[config.mk]
export PLATFORM = sky130hd
export DESIGN_NAME = pll_feedback_divider_config
export DESIGN_NICKNAME = d
export VERILOG_FILES = /design/src/pll_cfg_pkg.sv /design/src/tick_divider.sv /design/src/pll_feedback_divider_config.sv
export SDC_FILE = /design/constraint.sdc
export NUM_CORES = 1
export LEC_CHECK = 0
export BUFFER_PORTS_ARGS = -buffer_cell sky130_fd_sc_hd__buf_2
export CAP_MARGIN = 20
export CORE_AREA = 2 2 116 141
export DETAILED_ROUTE_END_ITERATION = 7
export DIE_AREA = 0 0 118 143
export PLACE_DENSITY = 0.8
export SYNTH_ARGS = -nofsm -noshare
export SYNTH_HDL_FRONTEND = slang
export SYNTH_SLANG_ARGS = --single-unit
[constraint.sdc]
create_clock -name clk -period 8 [get_ports clk]
set_input_delay 0.8 -clock clk [delete_from_list [all_inputs] [get_ports clk]]
set_output_delay 0.8 -clock clk [all_outputs]
set_load 0.03 [all_outputs]
[src/pll_cfg_pkg.sv]
// Function
// IF feedback divides by B count times prescaler modulus plus A count.
// Host keeps B at least A; smallest contiguous N is P squared minus P.
// Control code 000 loads the RF N divider word.
// Eight-bit RF N field sets the whole_divide_value of the RF feedback.
// Twelve-bit RF N field loads partial_step_numerator, kept within denominator.
// Control code 001 loads the RF reference divider word.
// RF prescaler with integer, fractional, modulus counters sets RF division.
// Doubler 0 feeds reference straight to R counter; 1 doubles it.
// Doubler off: falling edge only; doubler on: both edges active.
// Control code 100 loads the IF N divider word.
// if_pump_boost forces IF pump current to maximum; clearing restores setting.
// Four-bit RF reference counter divides reference by 1 to 15.
// IF word: boost 23, select 22:21, B 20:9, A 8:3, code 2:0.
// IF select codes 00..11 choose 8/9, 16/17, 32/33, 64/65.
package pll_cfg_pkg;

  // ----------------------------------------------------------------------
  // Control words
  // ----------------------------------------------------------------------
  localparam int WORD_W = 24;
  localparam logic [23:0] WORD_RESET = 24'h000000;
  localparam logic [2:0] CODE_RF_N = 3'h0;
  localparam logic [2:0] CODE_RF_R = 3'h1;
  localparam logic [2:0] CODE_IF_N = 3'h4;

  // ----------------------------------------------------------------------
  // Field positions
  // ----------------------------------------------------------------------
  localparam int IF_BOOST_BIT = 23;
  localparam int IF_PSEL_HI = 22;
  localparam int IF_PSEL_LO = 21;
  localparam int IF_B_HI = 20;
  localparam int IF_B_LO = 9;
  localparam int IF_A_HI = 8;
  localparam int IF_A_LO = 3;
  localparam int RF_INT_HI = 22;
  localparam int RF_INT_LO = 15;
  localparam int RF_PARTIAL_STEP_NUMERATOR_HI = 14;
  localparam int RF_PARTIAL_STEP_NUMERATOR_LO = 3;
  localparam int RF_DBL_BIT = 20;
  localparam int RF_PSC_BIT = 19;
  localparam int RF_R_HI = 18;
  localparam int RF_R_LO = 15;
  localparam int RF_MOD_HI = 14;
  localparam int RF_MOD_LO = 3;

  // ----------------------------------------------------------------------
  // Register map (byte addresses)
  // ----------------------------------------------------------------------
  localparam logic [3:0] ADDR_CTRL_WORD = 4'h0;
  localparam logic [3:0] ADDR_STATUS = 4'h4;
  localparam logic [3:0] ADDR_IF_N = 4'h8;
  localparam logic [3:0] ADDR_RF_ACC = 4'hC;

  // ----------------------------------------------------------------------
  // Constants of the dividers and the IF pump current
  // ----------------------------------------------------------------------
  localparam logic [6:0] IF_PSC_BASE = 7'h08;
  localparam logic [2:0] PUMP_MAX = 3'h7;
  localparam logic [2:0] PUMP_RESET = 3'h0;

endpackage

[src/tick_divider.sv]
`timescale 1ns/1ps
module tick_divider #(
  parameter int W = 4
) (
  input wire logic clk,
  input wire logic reset,
  input wire logic restart,
  input wire logic tick,
  input wire logic [W-1:0] ratio,
  output logic pulse
);

  logic [W-1:0] count_reg;
  logic [W-1:0] count_next;
  wire [W-1:0] one = {{(W-1){1'b0}}, 1'b1};
  // Ratio zero behaves as one so the counter never stalls
  wire [W-1:0] ratio_eff = (ratio == '0) ? one : ratio;
  wire last = (count_reg >= W'(ratio_eff - one));

  assign pulse = tick & last;
  assign count_next = restart ? '0 :
                      !tick ? count_reg :
                      last ? '0 : W'(count_reg + one);

  always_ff @(posedge clk or posedge reset) begin
    if (reset) begin
      count_reg <= '0;
    end else begin
      count_reg <= count_next;
    end
  end

endmodule // tick_divider

[src/pll_feedback_divider_config.sv]
`timescale 1ns/1ps
module pll_feedback_divider_config (
  input wire logic clk,
  input wire logic reset,
  input wire logic [3:0] address,
  input wire logic read,
  input wire logic write,
  input wire logic [3:0] byteenable,
  input wire logic [31:0] writedata,
  output logic [31:0] readdata,
  output logic waitrequest,
  input wire logic if_in_tick,
  input wire logic rf_in_tick,
  input wire logic reference_clock_input,
  input wire logic [2:0] if_pump_setting,
  output logic [2:0] if_pump_current,
  output logic if_fb_pulse,
  output logic rf_fb_pulse,
  output logic pfd_ref_pulse,
  output logic rf_prescaler_sel,
  output logic ref_doubler_on
);

  // ----------------------------------------------------------------------
  // Avalon slave
  // ----------------------------------------------------------------------
  // Every access waits exactly one cycle; read data is caught meanwhile
  logic ack_reg;
  logic [31:0] readdata_reg;
  wire req = read | write;
  wire take = req & ~ack_reg;
  wire commit = write & ack_reg;
  assign waitrequest = take;
  assign readdata = readdata_reg;

  wire sel_ctrl = (address == pll_cfg_pkg::ADDR_CTRL_WORD);
  wire sel_status = (address == pll_cfg_pkg::ADDR_STATUS);
  wire sel_if_n = (address == pll_cfg_pkg::ADDR_IF_N);
  wire sel_rf_acc = (address == pll_cfg_pkg::ADDR_RF_ACC);
  // Partial word writes are dropped: a torn control word is worse
  wire word_ok = commit & sel_ctrl & (&byteenable[2:0]);
  wire [2:0] code = writedata[2:0];
  // RF N routing
  wire load_rf_n = word_ok & (code == pll_cfg_pkg::CODE_RF_N);
  // RF R routing
  wire load_rf_r = word_ok & (code == pll_cfg_pkg::CODE_RF_R);
  // IF N routing
  wire load_if = word_ok & (code == pll_cfg_pkg::CODE_IF_N);

  // ----------------------------------------------------------------------
  // Holding registers
  // ----------------------------------------------------------------------
  logic [23:0] if_word_reg;
  logic [23:0] rf_n_word_reg;
  logic [23:0] rf_r_word_reg;
  logic if_loaded_reg;
  logic rf_n_loaded_reg;
  logic rf_r_loaded_reg;

  always_ff @(posedge clk or posedge reset) begin
    if (reset) begin
      if_word_reg <= pll_cfg_pkg::WORD_RESET;
      rf_n_word_reg <= pll_cfg_pkg::WORD_RESET;
      rf_r_word_reg <= pll_cfg_pkg::WORD_RESET;
      if_loaded_reg <= 1'b0;
      rf_n_loaded_reg <= 1'b0;
      rf_r_loaded_reg <= 1'b0;
    end else begin
      if (load_if) begin
        if_word_reg <= writedata[23:0];
        if_loaded_reg <= 1'b1;
      end
      if (load_rf_n) begin
        rf_n_word_reg <= writedata[23:0];
        rf_n_loaded_reg <= 1'b1;
      end
      if (load_rf_r) begin
        rf_r_word_reg <= writedata[23:0];
        rf_r_loaded_reg <= 1'b1;
      end
    end
  end

  // IF field layout
  wire if_pump_boost = if_word_reg[pll_cfg_pkg::IF_BOOST_BIT];
  wire [1:0] if_dual_modulus_select =
    if_word_reg[pll_cfg_pkg::IF_PSEL_HI:pll_cfg_pkg::IF_PSEL_LO];
  wire [11:0] b_val = if_word_reg[pll_cfg_pkg::IF_B_HI:pll_cfg_pkg::IF_B_LO];
  wire [5:0] a_val = if_word_reg[pll_cfg_pkg::IF_A_HI:pll_cfg_pkg::IF_A_LO];
  wire [11:0] b_new = writedata[pll_cfg_pkg::IF_B_HI:pll_cfg_pkg::IF_B_LO];
  wire [5:0] a_new = writedata[pll_cfg_pkg::IF_A_HI:pll_cfg_pkg::IF_A_LO];
  // Whole divide field
  wire [7:0] whole_divide_value =
    rf_n_word_reg[pll_cfg_pkg::RF_INT_HI:pll_cfg_pkg::RF_INT_LO];
  wire [7:0] int_new = writedata[pll_cfg_pkg::RF_INT_HI:pll_cfg_pkg::RF_INT_LO];
  // Numerator field
  wire [11:0] partial_step_numerator =
    rf_n_word_reg[pll_cfg_pkg::RF_PARTIAL_STEP_NUMERATOR_HI:pll_cfg_pkg::RF_PARTIAL_STEP_NUMERATOR_LO];
  wire [11:0] interpolator_denominator =
    rf_r_word_reg[pll_cfg_pkg::RF_MOD_HI:pll_cfg_pkg::RF_MOD_LO];
  wire [3:0] r_val = rf_r_word_reg[pll_cfg_pkg::RF_R_HI:pll_cfg_pkg::RF_R_LO];
  wire doubler = rf_r_word_reg[pll_cfg_pkg::RF_DBL_BIT];

  // ----------------------------------------------------------------------
  // IF pulse-swallow divider
  // ----------------------------------------------------------------------
  logic [5:0] a_cnt_reg;
  logic [11:0] b_cnt_reg;
  logic if_dual_modulus_select_out;
  // Modulus from select code
  wire [6:0] if_p = pll_cfg_pkg::IF_PSC_BASE << if_dual_modulus_select;
  // P+1 while A counts remain, P afterwards
  wire [6:0] if_dual_modulus_select_ratio = if_p + {6'h00, (a_cnt_reg != 6'h00)};
  wire if_tick = if_in_tick & if_loaded_reg;
  // Cycle ends on the B-th prescaler output
  wire if_fb_strobe = if_dual_modulus_select_out & (b_cnt_reg <= 12'h001);
  wire [17:0] if_n_value = (({6'h00, b_val} << 3) << if_dual_modulus_select)
                           + {12'h000, a_val};

  tick_divider #(.W(7)) u_if_dual_modulus_select (
    .clk(clk),
    .reset(reset),
    .restart(load_if),
    .tick(if_tick),
    .ratio(if_dual_modulus_select_ratio),
    .pulse(if_dual_modulus_select_out)
  );

  always_ff @(posedge clk or posedge reset) begin
    if (reset) begin
      a_cnt_reg <= 6'h00;
      b_cnt_reg <= 12'h000;
    end else if (load_if) begin
      a_cnt_reg <= a_new;
      b_cnt_reg <= b_new;
    end else if (if_fb_strobe) begin
      a_cnt_reg <= a_val;
      b_cnt_reg <= b_val;
    end else if (if_dual_modulus_select_out) begin
      a_cnt_reg <= a_cnt_reg - {5'h00, (a_cnt_reg != 6'h00)};
      b_cnt_reg <= b_cnt_reg - 12'h001;
    end
  end

  // ----------------------------------------------------------------------
  // Reference path
  // ----------------------------------------------------------------------
  logic ref_prev_reg;
  logic pfd_strobe;
  wire ref_rise = reference_clock_input & ~ref_prev_reg;
  wire ref_fall = ~reference_clock_input & ref_prev_reg;
  // Doubling means taking both edges
  wire ref_tick = rf_r_loaded_reg & (ref_fall | (doubler & ref_rise));

  // Reference counter
  tick_divider #(.W(4)) u_ref_div (
    .clk(clk),
    .reset(reset),
    .restart(load_rf_r),
    .tick(ref_tick),
    .ratio(r_val),
    .pulse(pfd_strobe)
  );

  // ----------------------------------------------------------------------
  // RF fractional feedback divider
  // ----------------------------------------------------------------------
  logic [8:0] n_cur_reg;
  logic [11:0] acc_reg;
  logic rf_strobe;
  wire [12:0] mod13 = {1'b0, interpolator_denominator};
  wire [12:0] acc_sum = {1'b0, acc_reg} + {1'b0, partial_step_numerator};
  wire mod_zero = (interpolator_denominator == 12'h000);
  wire carry = ~mod_zero & (acc_sum >= mod13);
  wire [12:0] acc_wrap = acc_sum - mod13;
  wire [11:0] acc_next = carry ? acc_wrap[11:0] :
                         mod_zero ? acc_reg : acc_sum[11:0];
  wire [8:0] n_next = {1'b0, whole_divide_value} + {8'h00, carry};

  // Division counted on the RF input
  tick_divider #(.W(9)) u_rf_div (
    .clk(clk),
    .reset(reset),
    .restart(load_rf_n | load_rf_r),
    .tick(rf_in_tick & rf_n_loaded_reg),
    .ratio(n_cur_reg),
    .pulse(rf_strobe)
  );

  always_ff @(posedge clk or posedge reset) begin
    if (reset) begin
      n_cur_reg <= 9'h000;
      acc_reg <= 12'h000;
    end else if (load_rf_n) begin
      n_cur_reg <= {1'b0, int_new};
      acc_reg <= 12'h000;
    end else if (rf_strobe) begin
      // Numerator steps the modulus
      n_cur_reg <= n_next;
      acc_reg <= acc_next;
    end
  end

  // ----------------------------------------------------------------------
  // Outputs and bus state
  // ----------------------------------------------------------------------
  wire [31:0] status_word = {24'h000000, if_pump_current, if_pump_boost,
                             doubler, rf_r_loaded_reg, rf_n_loaded_reg,
                             if_loaded_reg};
  wire [31:0] rd_value = sel_status ? status_word :
                         sel_if_n ? {14'h0000, if_n_value} :
                         sel_rf_acc ? {20'h00000, acc_reg} : 32'h00000000;
  wire [2:0] pump_next = if_pump_boost ? pll_cfg_pkg::PUMP_MAX
                                       : if_pump_setting;

  always_ff @(posedge clk or posedge reset) begin
    if (reset) begin
      ack_reg <= 1'b0;
      readdata_reg <= 32'h00000000;
      if_pump_current <= pll_cfg_pkg::PUMP_RESET;
      if_fb_pulse <= 1'b0;
      rf_fb_pulse <= 1'b0;
      pfd_ref_pulse <= 1'b0;
      // False rise after reset is harmless: edges count only once loaded
      ref_prev_reg <= 1'b0;
    end else begin
      ack_reg <= take;
      if (take & read) begin
        readdata_reg <= rd_value;
      end
      // Boost overrides the setting
      if_pump_current <= pump_next;
      if_fb_pulse <= if_fb_strobe;
      rf_fb_pulse <= rf_strobe;
      pfd_ref_pulse <= pfd_strobe;
      ref_prev_reg <= reference_clock_input;
    end
  end

  assign rf_prescaler_sel = rf_r_word_reg[pll_cfg_pkg::RF_PSC_BIT];
  assign ref_doubler_on = doubler;

  // ----------------------------------------------------------------------
  // Checks
  // ----------------------------------------------------------------------
  logic [17:0] if_ticks_reg;
  logic if_seen_reg;
  logic [3:0] ref_ticks_reg;
  logic ref_seen_reg;

  always_ff @(posedge clk or posedge reset) begin
    if (reset) begin
      if_ticks_reg <= 18'h00000;
      if_seen_reg <= 1'b0;
      ref_ticks_reg <= 4'h0;
      ref_seen_reg <= 1'b0;
    end else begin
      if (load_if) begin
        if_ticks_reg <= 18'h00000;
        if_seen_reg <= 1'b0;
      end else if (if_tick) begin
        if_ticks_reg <= if_fb_strobe ? 18'h00000 : if_ticks_reg + 18'h00001;
        if_seen_reg <= if_seen_reg | if_fb_strobe;
      end
      if (load_rf_r) begin
        ref_ticks_reg <= 4'h0;
        ref_seen_reg <= 1'b0;
      end else if (ref_tick) begin
        ref_ticks_reg <= pfd_strobe ? 4'h0 : ref_ticks_reg + 4'h1;
        ref_seen_reg <= ref_seen_reg | pfd_strobe;
      end
    end
  end
endmodule // pll_feedback_divider_config

==> results by group <==
Outcome
  – Outcome: finished clean

Worst setup path
  – CP max-delay cell: clkinv_1
  – Worst R2R Path Depth: 23
  – RR Endpoint: n_cur_reg[6]
  – Critical Path, Cell by Cell: ha_1 -> fa_1 -> a21o_1 -> o21ai_0 -> a32o_1 -> o21bai_1 -> a21oi_1 -> xnor2_1 -> ha_1 -> nor2_1 -> nor2b_1 -> nor3_1 -> a31oi_1 -> o21ai_2 -> clkinv_1 -> ha_1 -> ha_1 -> nand3_1 -> nor2_1 -> xnor2_1 -> nand2_1 -> o21ai_0 -> o21ai_0
  – R2r startpoint: acc_reg[0]
  – R2r setup slk: 2.81 ns
  – Critical Path RT: 8.30 ns
  – Worst-path fanout max: 9
  – Crit end category: flop
  – Crit path DAT: 5.49 ns
  – Setup CP Type: reg -> reg
  – Critical Path Max Stage Delay: 0.43 ns
  – Setup crit start kind: flop
  – Most used cell, CP: ha_1

CTS
  – Longest Clk Path Bufs: 2
  – Worst-skew pair later-pin latency: 0.43 ns
  – PostCTS Resize Cnt: 0
  – CTS tree: yes
  – Total setup buffers inserted after CTS: 0
  – Clock root buffer: clkbuf_16
  – Clock transition at path regs: 0.06 ns
  – H-tree levels: 4
  – Inserted Clock Buffers: 17
  – CTS Hold Bufs: 0
  – Clock Sinks: 147

STA
  – Final Skew: 0.00932 ns
  – Sum Neg Setup Slack: 0 ns
  – Final count of hold timing violations: 0
  – Count of final setup violators: 0
  – Max Transition Viols Final: 0
  – Hold Slack: 0.477 ns
  – Rel. slew slack: 0.327
  – Fin crit period: 5.19 ns
  – Worst setup margin: 2.81 ns
  – Fin crit share: 0.649
  – RSZ-0062 raised after global routing: false
  – Least-Margin Pin Slew: 1.00 ns
  – F_max: 0.193 GHz

Placed design
  – Cells after DPL: 1272
  – Place WS: 2.98 ns
  – PortBufs: 67
  – Detailed-placement wirelength estimate: 16.2 mm
  – RePlAce Congestion: 0.918

Synth
  – Synth Area in Adders: 0.0870
  – Largest family of logic cells by synthesized area: simple AND/OR/NAND/NOR gates
  – Synth Area in Compound Gates: 0.156
  – Synthesized cell area: 0.00918 mm2
  – Synth cell types: 71
  – Post-synth ARST share: 1.00
  – Top_reg_cell synth: dfrtp_1
  – Simple-gate share of the synthesized area: 0.200
  – Post-Synth XOR/XNOR Area: 0.0506
  – EDFF count, synth: 0
  – Mux share of post-synthesis cell area: 0.0574
  – Yosys warns: 0
  – Seq cells post-synth: 147
  – Sequential fraction of the synthesis area: 0.401
  – Mapped Avg Cell Area: 8.90 um2
  – Cells after Synth: 1031

Routing
  – Residual DRC: 0
  – Vias per Instance: 5.87
  – Drt first-iter violations: 425
  – Via count: 7656
  – Routed WL per cell: 17.2 um
  – Routed Antenna Nets: 0
  – TritonRoute pass-1 iters: 5
  – Total wire length: 22.4 mm

Min path
  – Hold wc startpoint: readdata[17]
  – Hold EP: readdata[17]
  – Hold Crit Class: reg -> reg
  – Hold path cells: 2

Power
  – Pwr Total: 1.92 mW
  – Static leakage: 5.03 nW
  – Maximum VDD drop: 0.000147 V
  – Share of total power in the clock network: 0.439
  – Sw power: 0.513 mW
  – Switching Share: 0.267
  – Power share of the combinational group: 0.156
  – Power share of the sequential group: 0.405
  – Pint: 1.41 mW
  – PwrDens: 188 mW/mm2

Final layout
  – Number of flip-flops in the largest register: 21
  – Final net count: 1196
  – Antenna Cells: 0
  – Most common cell after layout, fill and taps aside: nand2_1
  – FF+latch area: 0.00368 mm2
  – Layout cell share with drive strength beyond 1: 0.143
  – Area grow syn2layout: 11.5%
  – Multi-input gate area: 0.00511 mm2
  – Fillcell total: 1254
  – Most frequent cells in the layout: nand2_1, dfrtp_1, o21ai_0
  – Final cell count without fillers: 1304

Global route
  – Number of global-route vias before repair: 7614
  – First-pass GRT wire length: 36.9 mm
  – Initial antenna violation count: 0
  – GRT overflow: 0
  – Largest net degree at the start of global routing: 87
  – GRT Util Overall: 0.276

Floorplan
  – IO Pins: 91
  – Die width: 118 um
  – Core area: 0.0155 mm2
  – Initial Util: 0.594
  – Cell Rows: 50
  – Die area: 0.0169 mm2
  – Die Span Y: 143 um

Run
  – Max-cap check violation count: 0
## metal layers
layer / wire length [um] / global-route usage / vias up
li1: - / - / 3677
met1: 9160 / 0.341 / 3690
met2: 11200 / 0.473 / 223
met3: 1040 / 0.0443 / 66
met4: 945 / 0.138 / 0
met5: 0 / 0 / -
## critical path, delay by kind of cell (launching register included)
kind                     cells  cell delay [ns]
AO/OA/AOI/OAI                9             1.70
XOR/XNOR                     2             0.29
adder cells (fa/ha/maj)      5             1.50
buffers and inverters        1             0.43
flip-flops                   1             0.41
AND/OR/NAND/NOR              6             0.72
## how the worst max path moves through the flow
stage	startpoint	endpoint	cells after the start
after floorplan	reset	a_cnt_reg[0]	1
after global placement	acc_reg[0]	n_cur_reg[6]	21
after detailed placement	acc_reg[0]	n_cur_reg[6]	21
after CTS	acc_reg[0]	n_cur_reg[6]	23
after global routing	acc_reg[0]	n_cur_reg[6]	21
final	acc_reg[0]	n_cur_reg[6]	23
## per-stage QoR
step | cell area, um2 | util
final | 10200 | 0.662
after global routing | 10200 | 0.662
after CTS | 10200 | 0.661
after detailed placement | 9590 | 0.621
after global placement | 9590 | 0.621
after floorplan | 9230 | -
## Yosys cell counts (5+ instances only)
library cell	n	area, um2
a211oi_1	9	67.6
a21o_1	13	97.6
a21oi_1	52	260
a31oi_1	8	50.1
and3_1	6	37.5
buf_4	16	120
clkbuf_1	28	105
dfrtp_1	147	3680
ha_1	59	738
inv_1	41	154
mux2_2	19	214
mux2i_1	20	200
mux4_2	5	113
nand2_1	197	739
nand2b_1	17	106
nand3_1	34	170
nand4_1	9	56.3
nor2_1	58	218
nor2b_1	9	56.3
nor3_1	25	125
nor3b_1	5	37.5
o211ai_1	6	45.0
o21a_1	6	45.0
o21ai_0	98	490
or2_2	7	43.8
or3_1	6	37.5
xnor2_1	26	228
xor2_1	27	236
## layout make-up
class	instances	area share
Tap cell	208	0.0254
Timing Repair Buffer	74	0.0391
Inverter	42	0.0159
Multi-Input combinational cell	802	0.499
Sequential cell	147	0.359
Clock inverter	13	0.0178
Clock buffer	18	0.0429
## power by group through the flow
stage / Clock, mW / Combinational [mW] / Sequential (mW)
CTS: 0.854 / 0.300 / 0.780
global route: 0.891 / 0.337 / 0.782
floorplan: 0 / 0.231 / 0.793
finish: 0.845 / 0.299 / 0.780
detailed placement: 0 / 0.296 / 0.793
global placement: 0 / 0.288 / 0.792
## kinds of logic (layout without fill, tap and decap cells)
group                      after synthesis  count (layout)
AOI/OAI and AO/OA                      233             233
xor gates and xnor gates                53              53
adders and majority gates               62              62
buffers and inverters                   95             147
DFF                                    147             147
muxes                                   44              44
other                                    1              14
and+or+nand+nor                        396             396
Note: power is estimated with default switching activity, not from simulation.
